`config.mk`:
```
export PLATFORM = sky130hd
export DESIGN_NAME = bpo_port_option
export DESIGN_NICKNAME = d
export VERILOG_FILES = /design/src/hdl/bpo_pkg.sv /design/src/hdl/bpo_port_option.sv
export SDC_FILE = /design/constraint.sdc
export NUM_CORES = 1
export LEC_CHECK = 0
export BUFFER_PORTS_ARGS = -buffer_cell sky130_fd_sc_hd__clkbuf_2
export CAP_MARGIN = 20
export CORE_MARGIN = 2
export CORE_UTILIZATION = 29
export CTS_BUF_LIST = sky130_fd_sc_hd__clkbuf_4 sky130_fd_sc_hd__clkbuf_8
export DETAILED_ROUTE_END_ITERATION = 8
export GPL_TIMING_DRIVEN = 0
export RECOVER_POWER = 25
export SLEW_MARGIN = 20
export SYNTH_ARGS = -nofsm -noshare
export SYNTH_HDL_FRONTEND = slang
export SYNTH_SLANG_ARGS = --single-unit
export TNS_END_PERCENT = 10
```
`constraint.sdc`:
```
create_clock -name clk_i -period 1.8 [get_ports clk_i]
set_input_delay 0.18 -clock clk_i [delete_from_list [all_inputs] [get_ports clk_i]]
set_output_delay 0.18 -clock clk_i [all_outputs]
set_load 0.05 [all_outputs]
```
`src/hdl/bpo_pkg.sv`:
```
// constants for the bridge port option control block
package bpo_pkg;
	localparam logic [7:0]  PORT_OPT_OFS   = 8'h74;
	localparam logic [7:0]  CAP_ID_OFS     = 8'h80;
	localparam logic [7:0]  CAP_ID_VAL     = 8'h01;
	localparam logic [15:0] PORT_OPT_RST   = 16'h0c6a;
	localparam logic [15:0] PORT_OPT_WMASK = 16'h0ffe;
	localparam int P_RD_ALIAS  = 1;
	localparam int P_WR_ALIAS  = 2;
	localparam int S_RD_ALIAS  = 3;
	localparam int S_WR_ALIAS  = 4;
	localparam int P_LM_ALIAS  = 5;
	localparam int S_LM_ALIAS  = 6;
	localparam int P_WI_KEEP   = 7;
	localparam int S_WI_KEEP   = 8;
	localparam int LONG_LOCK   = 9;
	localparam int S_HOLD_REQ  = 10;
	localparam int P_HOLD_REQ  = 11;
	localparam logic [3:0] plain_memory_read_cmd  = 4'h6;
	localparam logic [3:0] plain_memory_write_cmd = 4'h7;
	localparam logic [3:0] read_multiple_cmd      = 4'hc;
	localparam logic [3:0] read_line_cmd          = 4'he;
	localparam logic [3:0] write_invalidate_cmd   = 4'hf;
	typedef enum logic [1:0] {
		BPO_IDLE = 2'b00,
		BPO_ACK  = 2'b01
	} bpo_bus_type;
	typedef struct packed {
		bpo_bus_type bus;
		logic        ack;
		logic [31:0] dat;
		logic [15:0] opt;
		logic        p_match;
		logic        s_match;
		logic [3:0]  p_fwd_cmd;
		logic [3:0]  s_fwd_cmd;
		logic        lock_long;
		logic        p_req_n;
		logic        s_req_n;
		logic        p_req_on;
		logic        s_req_on;
	} bpo_state_type;
endpackage

```
`src/hdl/bpo_port_option.sv`:
```
// port option register, retry command matching, write conversion and request hold
// Summary of operation
// - primary read-line or read-multiple retry matches pending plain read when bit 1 set.
// - primary write-invalidate retry matches pending non-posted plain write when bit 2 set.
// - secondary read-line or read-multiple retry matches pending plain read when bit 3 set.
// - secondary write-invalidate retry matches pending non-posted plain write when bit 4 set.
// - primary read-line and read-multiple match each other when bit 5 set.
// - secondary read-line and read-multiple match each other when bit 6 set.
// - primary write-invalidate forwarded as plain write unless bit 7 set.
// - secondary write-invalidate forwarded as plain write unless bit 8 set.
// - bit 9 set selects long bus requests for locked cycles.
// - bit 10 set holds secondary request until queue empty or target stops.
// - bit 11 set holds primary request until queue empty or target stops.
// - reserved bits 0 and 15:12 read zero and reset zero.
// - capability identifier reads constant 01h in bits 7:0.
module bpo_port_option
	import bpo_pkg::*;
(
	// system
	input  wire logic        clk_i,
	input  wire logic        rst_i,
	// wishbone slave
	input  wire logic        wb_cyc_i,
	input  wire logic        wb_stb_i,
	input  wire logic        wb_we_i,
	input  wire logic [7:0]  wb_adr_i,
	input  wire logic [3:0]  wb_sel_i,
	input  wire logic [31:0] wb_dat_i,
	output logic      [31:0] wb_dat_o,
	output logic             wb_ack_o,
	// primary retry compare
	input  wire logic        p_cmp_i,
	input  wire logic        p_pend_posted_i,
	input  wire logic [3:0]  p_pend_cmd_i,
	input  wire logic [3:0]  p_retry_cmd_i,
	output logic             p_match_o,
	// secondary retry compare
	input  wire logic        s_cmp_i,
	input  wire logic        s_pend_posted_i,
	input  wire logic [3:0]  s_pend_cmd_i,
	input  wire logic [3:0]  s_retry_cmd_i,
	output logic             s_match_o,
	// write forwarding
	input  wire logic [3:0]  p_acc_cmd_i,
	input  wire logic [3:0]  s_acc_cmd_i,
	output logic      [3:0]  p_fwd_cmd_o,
	output logic      [3:0]  s_fwd_cmd_o,
	// lock
	output logic             lock_long_o,
	// primary internal master
	input  wire logic        p_start_i,
	input  wire logic        p_frame_i,
	input  wire logic        p_queue_empty_i,
	input  wire logic        p_target_term_i,
	output logic             p_req_n_o,
	// secondary internal master
	input  wire logic        s_start_i,
	input  wire logic        s_frame_i,
	input  wire logic        s_queue_empty_i,
	input  wire logic        s_target_term_i,
	output logic             s_req_n_o
);

	bpo_state_type st_r;
	bpo_state_type st_nxt;

	// retry compare with alias controls
	function automatic logic cmd_match(
		input logic [3:0] pend,
		input logic [3:0] retry,
		input logic       posted,
		input logic       rd_alias,
		input logic       wr_alias,
		input logic       lm_alias
	);
		logic rl;
		logic pl;
		rl = (retry == read_line_cmd) || (retry == read_multiple_cmd);
		pl = (pend == read_line_cmd) || (pend == read_multiple_cmd);
		cmd_match = (pend == retry);
		if (rd_alias && rl && (pend == plain_memory_read_cmd)) begin
			cmd_match = 1'b1;
		end
		if (lm_alias && rl && pl) begin
			cmd_match = 1'b1;
		end
		if (wr_alias && !posted && (retry == write_invalidate_cmd)
			&& (pend == plain_memory_write_cmd)) begin
			cmd_match = 1'b1;
		end
		return cmd_match;
	endfunction

	function automatic logic [3:0] fwd_cmd(input logic [3:0] cmd, input logic keep);
		if (!keep && cmd == write_invalidate_cmd) begin
			return plain_memory_write_cmd;
		end
		return cmd;
	endfunction

	function automatic logic [31:0] rd_data(input logic [7:0] adr, input logic [15:0] opt);
		case (adr)
			PORT_OPT_OFS: rd_data = {16'h0000, opt};
			// constant capability id
			// fixed id value
			CAP_ID_OFS:   rd_data = {24'h000000, CAP_ID_VAL};
			default:      rd_data = 32'h00000000;
		endcase
	endfunction

	logic        req;
	logic [15:0] wmask;

	always_comb begin
		st_nxt = st_r;
		req = wb_cyc_i && wb_stb_i;
		wmask = {{8{wb_sel_i[1]}}, {8{wb_sel_i[0]}}} & PORT_OPT_WMASK;
		st_nxt.ack = 1'b0;
		case (st_r.bus)
			BPO_IDLE: begin
				if (req) begin
					st_nxt.ack = 1'b1;
					st_nxt.bus = BPO_ACK;
					st_nxt.dat = rd_data(wb_adr_i, st_r.opt);
					if (wb_we_i && wb_adr_i == PORT_OPT_OFS) begin
						st_nxt.opt = (st_r.opt & ~wmask) | (wb_dat_i[15:0] & wmask);
					end
				end
			end
			BPO_ACK: begin
				st_nxt.bus = BPO_IDLE;
			end
			default: begin
				st_nxt.bus = BPO_IDLE;
			end
		endcase
		// results latched per compare from current setting
		if (p_cmp_i) begin
			st_nxt.p_match = cmd_match(p_pend_cmd_i, p_retry_cmd_i, p_pend_posted_i,
				st_r.opt[P_RD_ALIAS], st_r.opt[P_WR_ALIAS], st_r.opt[P_LM_ALIAS]);
		end else begin
			st_nxt.p_match = 1'b0;
		end
		if (s_cmp_i) begin
			st_nxt.s_match = cmd_match(s_pend_cmd_i, s_retry_cmd_i, s_pend_posted_i,
				st_r.opt[S_RD_ALIAS], st_r.opt[S_WR_ALIAS], st_r.opt[S_LM_ALIAS]);
		end else begin
			st_nxt.s_match = 1'b0;
		end
		st_nxt.p_fwd_cmd = fwd_cmd(p_acc_cmd_i, st_r.opt[P_WI_KEEP]);
		st_nxt.s_fwd_cmd = fwd_cmd(s_acc_cmd_i, st_r.opt[S_WI_KEEP]);
		st_nxt.lock_long = st_r.opt[LONG_LOCK];
		if (p_start_i) begin
			st_nxt.p_req_on = 1'b1;
		end else if (st_r.p_req_on) begin
			if (st_r.opt[P_HOLD_REQ]) begin
				if (p_queue_empty_i || p_target_term_i) begin
					st_nxt.p_req_on = 1'b0;
				end
			end else if (p_frame_i) begin
				st_nxt.p_req_on = 1'b0;
			end
		end
		if (s_start_i) begin
			st_nxt.s_req_on = 1'b1;
		end else if (st_r.s_req_on) begin
			if (st_r.opt[S_HOLD_REQ]) begin
				if (s_queue_empty_i || s_target_term_i) begin
					st_nxt.s_req_on = 1'b0;
				end
			end else if (s_frame_i) begin
				st_nxt.s_req_on = 1'b0;
			end
		end
		st_nxt.p_req_n = !st_nxt.p_req_on;
		st_nxt.s_req_n = !st_nxt.s_req_on;
		if (rst_i) begin
			st_nxt = '0;
			st_nxt.bus = BPO_IDLE;
			st_nxt.opt = PORT_OPT_RST;
			st_nxt.p_req_n = 1'b1;
			st_nxt.s_req_n = 1'b1;
		end
	end

	always_ff @(posedge clk_i) begin
		st_r <= st_nxt;
	end

	assign wb_dat_o    = st_r.dat;
	assign wb_ack_o    = st_r.ack;
	assign p_match_o   = st_r.p_match;
	assign s_match_o   = st_r.s_match;
	assign p_fwd_cmd_o = st_r.p_fwd_cmd;
	assign s_fwd_cmd_o = st_r.s_fwd_cmd;
	assign lock_long_o = st_r.lock_long;
	assign p_req_n_o   = st_r.p_req_n;
	assign s_req_n_o   = st_r.s_req_n;

	a_reserved_zero: assert property (@(posedge clk_i) disable iff (rst_i)
		(st_r.opt[0] == 1'b0) && (st_r.opt[15:12] == 4'h0))
		else $error("reserved option bits not zero");
	a_cap_id_read: assert property (@(posedge clk_i) disable iff (rst_i)
		(req && !wb_we_i && st_r.bus == BPO_IDLE && wb_adr_i == CAP_ID_OFS)
		|=> wb_ack_o && wb_dat_o == {24'h000000, CAP_ID_VAL})
		else $error("capability id read wrong");
	a_p_read_alias: assert property (@(posedge clk_i) disable iff (rst_i)
		(p_cmp_i && st_r.opt[P_RD_ALIAS] && p_pend_cmd_i == plain_memory_read_cmd
		&& p_retry_cmd_i == read_line_cmd) |=> p_match_o)
		else $error("primary read alias missed");
	a_p_write_alias: assert property (@(posedge clk_i) disable iff (rst_i)
		(p_cmp_i && !st_r.opt[P_WR_ALIAS] && p_pend_cmd_i == plain_memory_write_cmd
		&& p_retry_cmd_i == write_invalidate_cmd) |=> !p_match_o)
		else $error("primary write matched without alias");
	a_s_read_alias: assert property (@(posedge clk_i) disable iff (rst_i)
		(s_cmp_i && !st_r.opt[S_RD_ALIAS] && !st_r.opt[S_LM_ALIAS]
		&& s_pend_cmd_i == plain_memory_read_cmd
		&& s_retry_cmd_i == read_multiple_cmd) |=> !s_match_o)
		else $error("secondary read matched without alias");
	a_s_write_alias: assert property (@(posedge clk_i) disable iff (rst_i)
		(s_cmp_i && st_r.opt[S_WR_ALIAS] && !s_pend_posted_i
		&& s_pend_cmd_i == plain_memory_write_cmd
		&& s_retry_cmd_i == write_invalidate_cmd) |=> s_match_o)
		else $error("secondary write alias missed");
	a_p_wi_convert: assert property (@(posedge clk_i) disable iff (rst_i)
		(p_acc_cmd_i == write_invalidate_cmd && !st_r.opt[P_WI_KEEP])
		|=> p_fwd_cmd_o == plain_memory_write_cmd)
		else $error("primary write invalidate not converted");
	a_s_wi_keep: assert property (@(posedge clk_i) disable iff (rst_i)
		(s_acc_cmd_i == write_invalidate_cmd && st_r.opt[S_WI_KEEP])
		|=> s_fwd_cmd_o == write_invalidate_cmd)
		else $error("secondary write invalidate altered");
	a_p_req_release: assert property (@(posedge clk_i) disable iff (rst_i)
		(!p_start_i && st_r.p_req_on && !st_r.opt[P_HOLD_REQ] && p_frame_i)
		|=> p_req_n_o)
		else $error("primary request not released after frame");
	a_s_req_hold: assert property (@(posedge clk_i) disable iff (rst_i)
		(!s_start_i && st_r.s_req_on && st_r.opt[S_HOLD_REQ] && !s_queue_empty_i
		&& !s_target_term_i) |=> !s_req_n_o)
		else $error("secondary request dropped early");
	a_lock_follow: assert property (@(posedge clk_i) disable iff (rst_i)
		##1 lock_long_o == $past(st_r.opt[LONG_LOCK]))
		else $error("long lock output wrong");

	// bus handshake and reset state
	a_ack_answer: assert property (@(posedge clk_i) disable iff (rst_i)
		(req && st_r.bus == BPO_IDLE) |=> wb_ack_o)
		else $error("request not acknowledged");
	a_ack_pulse: assert property (@(posedge clk_i) disable iff (rst_i)
		wb_ack_o |=> !wb_ack_o)
		else $error("acknowledge longer than one cycle");
	a_opt_read_zero: assert property (@(posedge clk_i) disable iff (rst_i)
		(req && !wb_we_i && st_r.bus == BPO_IDLE && wb_adr_i == PORT_OPT_OFS)
		|=> wb_ack_o && wb_dat_o[31:12] == 20'h00000 && wb_dat_o[0] == 1'b0)
		else $error("reserved option bits read nonzero");
	a_reset_values: assert property (@(posedge clk_i)
		rst_i |=> st_r.opt == PORT_OPT_RST && p_req_n_o && s_req_n_o
		&& !lock_long_o && !wb_ack_o)
		else $error("reset state wrong");

	// retry compare, other polarity of each read and write alias bit, both polarities of each line multiple bit
	a_p_read_exact: assert property (@(posedge clk_i) disable iff (rst_i)
		(p_cmp_i && !st_r.opt[P_RD_ALIAS] && p_pend_cmd_i == plain_memory_read_cmd
		&& p_retry_cmd_i == read_multiple_cmd) |=> !p_match_o)
		else $error("primary read matched without alias");
	a_p_write_hit: assert property (@(posedge clk_i) disable iff (rst_i)
		(p_cmp_i && st_r.opt[P_WR_ALIAS] && !p_pend_posted_i
		&& p_pend_cmd_i == plain_memory_write_cmd
		&& p_retry_cmd_i == write_invalidate_cmd) |=> p_match_o)
		else $error("primary write alias missed");
	a_p_posted_exact: assert property (@(posedge clk_i) disable iff (rst_i)
		(p_cmp_i && p_pend_posted_i && p_pend_cmd_i == plain_memory_write_cmd
		&& p_retry_cmd_i == write_invalidate_cmd) |=> !p_match_o)
		else $error("posted primary write aliased");
	a_s_read_hit: assert property (@(posedge clk_i) disable iff (rst_i)
		(s_cmp_i && st_r.opt[S_RD_ALIAS] && s_pend_cmd_i == plain_memory_read_cmd
		&& s_retry_cmd_i == read_line_cmd) |=> s_match_o)
		else $error("secondary read alias missed");
	a_s_write_exact: assert property (@(posedge clk_i) disable iff (rst_i)
		(s_cmp_i && !st_r.opt[S_WR_ALIAS] && s_pend_cmd_i == plain_memory_write_cmd
		&& s_retry_cmd_i == write_invalidate_cmd) |=> !s_match_o)
		else $error("secondary write matched without alias");
	a_p_lm_hit: assert property (@(posedge clk_i) disable iff (rst_i)
		(p_cmp_i && st_r.opt[P_LM_ALIAS] && p_pend_cmd_i == read_line_cmd
		&& p_retry_cmd_i == read_multiple_cmd) |=> p_match_o)
		else $error("primary line multiple alias missed");
	a_p_lm_exact: assert property (@(posedge clk_i) disable iff (rst_i)
		(p_cmp_i && !st_r.opt[P_LM_ALIAS] && p_pend_cmd_i == read_multiple_cmd
		&& p_retry_cmd_i == read_line_cmd) |=> !p_match_o)
		else $error("primary line multiple matched without alias");
	a_s_lm_hit: assert property (@(posedge clk_i) disable iff (rst_i)
		(s_cmp_i && st_r.opt[S_LM_ALIAS] && s_pend_cmd_i == read_multiple_cmd
		&& s_retry_cmd_i == read_line_cmd) |=> s_match_o)
		else $error("secondary line multiple alias missed");
	a_s_lm_exact: assert property (@(posedge clk_i) disable iff (rst_i)
		(s_cmp_i && !st_r.opt[S_LM_ALIAS] && s_pend_cmd_i == read_line_cmd
		&& s_retry_cmd_i == read_multiple_cmd) |=> !s_match_o)
		else $error("secondary line multiple matched without alias");
	a_match_idle: assert property (@(posedge clk_i) disable iff (rst_i)
		(!p_cmp_i && !s_cmp_i) |=> !p_match_o && !s_match_o)
		else $error("match without compare");

	// write forwarding
	a_p_wi_keep: assert property (@(posedge clk_i) disable iff (rst_i)
		(p_acc_cmd_i == write_invalidate_cmd && st_r.opt[P_WI_KEEP])
		|=> p_fwd_cmd_o == write_invalidate_cmd)
		else $error("primary write invalidate altered");
	a_p_fwd_pass: assert property (@(posedge clk_i) disable iff (rst_i)
		(p_acc_cmd_i != write_invalidate_cmd) |=> p_fwd_cmd_o == $past(p_acc_cmd_i))
		else $error("primary command altered");
	a_s_wi_convert: assert property (@(posedge clk_i) disable iff (rst_i)
		(s_acc_cmd_i == write_invalidate_cmd && !st_r.opt[S_WI_KEEP])
		|=> s_fwd_cmd_o == plain_memory_write_cmd)
		else $error("secondary write invalidate not converted");
	a_s_fwd_pass: assert property (@(posedge clk_i) disable iff (rst_i)
		(s_acc_cmd_i != write_invalidate_cmd) |=> s_fwd_cmd_o == $past(s_acc_cmd_i))
		else $error("secondary command altered");

	// request hold and release
	a_p_start_req: assert property (@(posedge clk_i) disable iff (rst_i)
		p_start_i |=> !p_req_n_o)
		else $error("primary request not raised");
	a_s_start_req: assert property (@(posedge clk_i) disable iff (rst_i)
		s_start_i |=> !s_req_n_o)
		else $error("secondary request not raised");
	a_p_req_hold: assert property (@(posedge clk_i) disable iff (rst_i)
		(!p_start_i && st_r.p_req_on && st_r.opt[P_HOLD_REQ] && !p_queue_empty_i
		&& !p_target_term_i) |=> !p_req_n_o)
		else $error("primary request dropped early");
	a_p_req_drain: assert property (@(posedge clk_i) disable iff (rst_i)
		(!p_start_i && st_r.p_req_on && st_r.opt[P_HOLD_REQ]
		&& (p_queue_empty_i || p_target_term_i)) |=> p_req_n_o)
		else $error("primary request held after drain");
	a_s_req_release: assert property (@(posedge clk_i) disable iff (rst_i)
		(!s_start_i && st_r.s_req_on && !st_r.opt[S_HOLD_REQ] && s_frame_i)
		|=> s_req_n_o)
		else $error("secondary request not released after frame");
	a_s_req_drain: assert property (@(posedge clk_i) disable iff (rst_i)
		(!s_start_i && st_r.s_req_on && st_r.opt[S_HOLD_REQ]
		&& (s_queue_empty_i || s_target_term_i)) |=> s_req_n_o)
		else $error("secondary request held after drain");
endmodule

```
=== Word-level counts from Yosys, hierarchy flattened ===
Index checks and enable logic that the tools add are counted.

* Bits in registers: 65
* Bits of input ports: 85
* Output and inout bits: 46
* Logic and storage cells: 101

* Eq/ne operators: 20
* Mux-type cells: 25
* Bitwise gates (word level): 7
* Reductions and logical operators: 36

{| class="wikitable"
|+ Operators with widths
! operator !! count
|-
| $mux W49 || 1
|-
| $eq A4 B4 Y1 const B || 12
|-
| $pmux W16 S2 || 1
|-
| $logic_and A1 B1 Y1 || 18
|-
| $mux W1 || 18
|-
| $and A16 B12 Y16 || 1
|-
| $and A16 B16 Y16 || 1
|-
| $eq A4 B3 Y1 const B || 4
|-
| $mux W16 || 1
|-
| $mux W4 || 4
|-
| $not A12 Y16 || 1
|-
| $or A16 B16 Y16 || 1
|-
| $eq A4 B4 Y1 || 2
|-
| $eq A8 B7 Y1 const B || 1
|-
| $eq A8 B8 Y1 const B || 1
|-
| $logic_not A1 Y1 || 6
|-
| $logic_or A1 B1 Y1 || 6
|-
| $reduce_or A2 Y1 || 3
|-
| $not A1 Y1 || 3
|-
| $reduce_and A3 Y1 || 1
|-
| $logic_not A2 Y1 || 1
|-
| $reduce_and A2 Y1 || 1
|}

=== Depth between registers and ports, before layout ===
Gate-level depths: netlist of run 1.

* Depth in word-level cells: 7
* Depth in mapped cells: 5

=== Least setup slack after synthesis of run 1 ===
Ideal clock, no wire load.

* Path kind: flip-flop to flip-flop
* Start point: register st_r[64] (netlist name)
* End point: register with a tool-made name
* Library setup time: 0.128 ns
* Arrival: 1.301 ns
* Required time: 1.672 ns
* Setup slack: 0.371 ns
* Cell stages (with the launch flop): 6
* Period minus slack after synthesis: 1.429 ns
* Cells stage by stage: dfxtp_1 nand3b_1 nor4_4 buf_6 mux2i_1 nor2_1

{| class="wikitable"
|+ RTL lines
! element !! line !! source
|-
| start, declared || bpo_port_option.sv:64 || <nowiki>bpo_state_type st_r;</nowiki>
|-
| start signal, assigned || bpo_port_option.sv:187 || <nowiki>st_r <= st_nxt;</nowiki>
|}

==> impl_metrics.json, run 1 <==
{
  "status": "finished clean",
  "power.density_nw_per_um2": 739.9,
  "die_h_microns": 84.40,
  "multi_input_area_sq_um": 790.8,
  "cp-start-kind": "flop",
  "portBuffers": 86,
  "dp_hpwl_microns": 3400,
  "ys_ff_latch": 40,
  "cts_buffer_depth": 2,
  "power_leakage_nw": 1.291,
  "cts_resized": 0,
  "max-slew-margin-rel_pct": 60.29,
  "fillers": 672,
  "holdPathEnd": "s_fwd_cmd_o[1]",
  "syn_area_sq_um": 1874,
  "place_ws_ps": 138.6,
  "synth_edf_count": 0,
  "synth_area_per_cell_sq_um": 9.371,
  "max_freq_mhz": 622.4,
  "holdPathStages": 2,
  "cts.reportedPaths.clkPinSlew_ps": 70,
  "cts_tree": "built",
  "finalHoldViolations": 0,
  "tightest_slew_ps": 598.3,
  "grt_first_pass_wirelength_microns": 6817,
  "regToRegSetupSlack_ps": 190,
  "antenna_cells": 0,
  "core.rowCount": 29,
  "required_ps": 1960,
  "vias_per_cell": 4.172,
  "ys_types": 32,
  "drc_errors": 0,
  "gp_congestion": 0.6952,
  "postSynth.asyncResetShare_pct": 0,
  "synth_top_area_share_pct": 42.72,
  "r2r_cells": 5,
  "setup_viol": 0,
  "finalMaxSlewViolations": 0,
  "ir_worst_vdd_v": 0.0004433,
  "synthTopCellsByArea": "dfxtp_1 (43%), buf_4 (16%), a22o_1 (5.1%)",
  "critPathArrivalTime_ps": 1770,
  "rr_startpoint": "st_r[64]",
  "maxCapViolCount": 0,
  "ys_seq_area_share_pct": 42.72,
  "routed_wl_microns": 4166,
  "routedWlPerCell_microns": 10.71,
  "skew_ps": 3.963,
  "drt_iter0_markers": 44,
  "end_kind": "flop",
  "drive_gt1_share_pct": 43.91,
  "insertion_delay_ps": 290,
  "tns_ps": 0,
  "cts_root_buf": "clkbuf_8",
  "grt_remaining_overflow": 0,
  "cts_buffers": 5,
  "cp_slowest_cell": "nor4_4",
  "initial_utilization_pct": 29.69,
  "cts-hold-fix-buffers": 0,
  "critPathMaxFanout": 10,
  "nets": 397,
  "ant_nets": 0,
  "holdCritStartpoint": "s_acc_cmd_i[1]",
  "ys_dominant_reg_cell": "dfxtp_1",
  "slowest_delay_ps": 420,
  "grt_use_total_pct": 12.07,
  "crit_path_cell_trace": "nand3b_1 -> nor4_4 -> buf_6 -> mux2i_1 -> nor2_1",
  "rsz0062_at_grt": "no",
  "hold_class": "in2reg",
  "post_cts_buffers": 0,
  "min_period_over_period_pct": 89.26,
  "ioPinCount": 131,
  "first_pass_iters": 4,
  "grt_pass1_vias": 1502,
  "synth_largest_area_cell": "dfxtp_1",
  "die_w_microns": 84.40,
  "yosys-top-cells-count": "buf_4 (40), dfxtp_1 (40), nor2_1 (19)",
  "path_class": "reg2reg",
  "cts_sinks": 40,
  "yosys_warnings": 0,
  "antenna_found_initial": 0,
  "grt_max_degree": 12,
  "setup_ws_ps": 193.3,
  "die_area_sq_um": 7123,
  "syn2layout_area_growth_pct": 36.92,
  "regArea_sq_um": 800.8,
  "min_period_ps": 1607,
  "core_sq_um": 6314,
  "h-tree-depth": 2,
  "synth_cells": 200,
  "routed-via-count": 1623
}
cell usage in the layout, fill, tap and decap left out, types with 6 or more instances in the layout:
| master | n |
|---|---|
| a21oi_1 | 8 |
| a22o_1 | 11 |
| buf_4 | 40 |
| clkbuf_1 | 7 |
| clkbuf_2 | 84 |
| clkbuf_8 | 7 |
| conb_1 | 20 |
| dfxtp_1 | 40 |
| nand2_1 | 6 |
| nand3_1 | 6 |
| nor2_1 | 19 |
| nor2b_1 | 8 |
| nor3_1 | 7 |
report_power, final:
| part | internal, mW | leakage [nW] | switching, mW |
|---|---|---|---|
| clock network | 0.341 | 0.0503 | 0.288 |
| logic | 0.130 | 0.914 | 0.233 |
| registers | 0.903 | 0.326 | 0.00416 |
cells by family (layout without fill, tap and decap cells):
group | Yosys count | in the layout | synth area share [%]
compound gates | 28 | 28 | 10.41
xor+xnor | 8 | 8 | 3.738
flops | 40 | 40 | 42.72
other cells | 1 | 20 | 0.2001
simple gates | 66 | 66 | 21.36
mux | 5 | 5 | 2.670
buf+inv | 52 | 145 | 18.89
worst max-delay path by stage:
stage,start,to,slack [ps],cells after the start
global route,st_r[64],flop,80,5
floorplan,st_r[64],flop,370,5
detailed placement,wb_adr_i[3],flop,140,6
global placement,wb_adr_i[3],flop,170,6
CTS,st_r[64],flop,150,5
finish,st_r[64],flop,190,5
through the flow:
| stage | hold WS, ps | power [mW] | cell area [sq um] | utilization, % | cells |
|---|---|---|---|---|---|
| after floorplan | 308.2 | 1.186 | 1946 | - | 219 |
| after global placement | 409.8 | 1.289 | 2472 | 39.16 | 382 |
| after detailed placement | 409.1 | 1.293 | 2472 | 39.16 | 382 |
| after CTS | 112.0 | 1.927 | 2569 | 40.69 | 389 |
| after global routing | 114.6 | 1.993 | 2566 | 40.65 | 389 |
| final | 116.0 | 1.899 | 2566 | 40.65 | 389 |
routing by layer:
metal	track usage (%)	routed length [microns]
met2	20.13	1917
met3	2.950	358
met1	15.04	1854
met5	0	0
met4	4.762	35
cell type report:
class,instances,area share (%)
Sequential cell,40,31.20
Multi-Input combinational cell,127,30.81
Tap cell,77,3.754
Timing Repair Buffer,86,16.67
Buffer,47,13.07
Clock buffer,7,3.754
Inverter,5,0.7314
worst max-delay path, delay by kind of cell (launching register included):
kind,cells,cell delay (ps)
flops,1,310
buf+inv,1,200
mux,1,200
simple gates,3,780
No activity file was read; power rests on OpenSTA's default activity.
==> inputs of run 2 (changes only) <==
--- a/config.mk
+++ b/config.mk
@@ -13,6 +13,7 @@
 export DETAILED_ROUTE_END_ITERATION = 8
 export GPL_TIMING_DRIVEN = 0
 export RECOVER_POWER = 25
+export REMOVE_ABC_BUFFERS = 1
 export SLEW_MARGIN = 20
 export SYNTH_ARGS = -nofsm -noshare
 export SYNTH_HDL_FRONTEND = slang
==> impl_metrics.json, run 2 (synthesized netlist as in run 1, its figures left out) <==
{
  "status": "finished clean",
  "portBuffers": 87,
  "finalHoldViolations": 0,
  "rsz0062_at_grt": "no",
  "cts_root_buf": "clkbuf_8",
  "cts_tree": "built",
  "grt_max_degree": 36,
  "syn2layout_area_growth_pct": 22.16,
  "path_class": "reg2reg",
  "fin_area_sq_um": 2290,
  "holdCritStartpoint": "p_acc_cmd_i[2]",
  "dp_hpwl_microns": 2864,
  "drc_errors": 0,
  "antenna_found_initial": 0,
  "insertion_delay_ps": 290,
  "cts.reportedPaths.clkPinSlew_ps": 80,
  "antenna_cells": 0,
  "first_pass_iters": 4,
  "die_w_microns": 84.40,
  "placed_cell_area_sq_um": 2151,
  "rr_startpoint": "st_r[64]",
  "setup.worst_path.start": "st_r[64]",
  "power.density_nw_per_um2": 851.1,
  "max-slew-margin-rel_pct": 34.18,
  "cts_sinks": 40,
  "h-tree-depth": 2,
  "required_ps": 2030,
  "grt_use_total_pct": 11.26,
  "routed-via-count": 1492,
  "final_core_util_pct": 36.27,
  "initial_utilization_pct": 29.69,
  "ioPinCount": 131,
  "maxCapViolCount": 0,
  "multi_input_area_sq_um": 799.5,
  "setup_viol": 0,
  "routedWlPerCell_microns": 11.11,
  "dp.cells": 336,
  "critPathMaxFanout": 12,
  "max_freq_mhz": 632.3,
  "min_period_ps": 1581,
  "regArea_sq_um": 800.8,
  "setup_ws_ps": 218.6,
  "cts_resized": 0,
  "holdWs_ps": 111.6,
  "gp_congestion": 0.7125,
  "grt_first_pass_wirelength_microns": 6423,
  "finalMaxSlewViolations": 0,
  "vias_per_cell": 4.287,
  "final_cell_mix": "clkbuf_2 (85), dfxtp_1 (40), conb_1 (20), nor2_1 (19), a22o_1 (11)",
  "skew_ps": 3.595,
  "die_h_microns": 84.40,
  "cts_buffers": 5,
  "post_cts_buffers": 4,
  "core.rowCount": 29,
  "cp-start-kind": "flop",
  "finalPower_mw": 1.949,
  "critPathArrivalTime_ps": 1810,
  "die_area_sq_um": 7123,
  "ant_nets": 0,
  "drt_iter0_markers": 61,
  "cts_buffer_depth": 2,
  "power_leakage_nw": 1.093,
  "routed_wl_microns": 3865,
  "tns_ps": 0,
  "hold_class": "in2reg",
  "grt_remaining_overflow": 0,
  "instances_no_fill": 348,
  "drive_gt1_share_pct": 37.27,
  "tightest_slew_ps": 983.7,
  "core_sq_um": 6314,
  "fillers": 688,
  "min_period_over_period_pct": 87.86,
  "final_common_cell": "clkbuf_2",
  "end_kind": "flop",
  "cts-hold-fix-buffers": 0,
  "grt_pass1_vias": 1425,
  "nets": 355,
  "place_ws_ps": -156.9,
  "ir_worst_vdd_v": 0.0003219
}
run 2: layout make-up:
class                           instances  area share, %
Clock buffer                            5          3.005
Timing Repair Buffer                   91          20.22
Inverter                                5         0.8197
Tap cell                               77          4.208
Clock inverter                          3          1.858
Sequential cell                        40          34.97
Multi-Input combinational cell        127          34.92
run 2: per-layer routing:
metal  GRT usage, %  share of wire, %  routed length [microns]
met4          3.608              0.54                       21
met2          19.19                47                     1801
met1          12.82                42                     1617
met3          4.720                11                      424
met5              0                 0                        0
run 2: worst paths after layout:
check                    to  cells after the start  slack, ps
min reg2reg     wb_dat_o[0]                      1        470
min          p_fwd_cmd_o[2]                      2        110
max             wb_dat_o[2]                      3        220
max reg2reg     wb_dat_o[2]                      3        220
run 2: where the power goes:
part | total (mW) | internal [mW] | switching (mW)
clock | 0.730 | 0.410 | 0.320
sequential | 0.906 | 0.902 | 0.00412
combinational | 0.312 | 0.0881 | 0.224
total | 1.95 | 1.40 | 0.548
run 2: worst max-delay path: stages, from the launching register on:
cell     delay (ps)
dfxtp_1         330
and3b_1         180
nor2_1          740
a22o_1          270
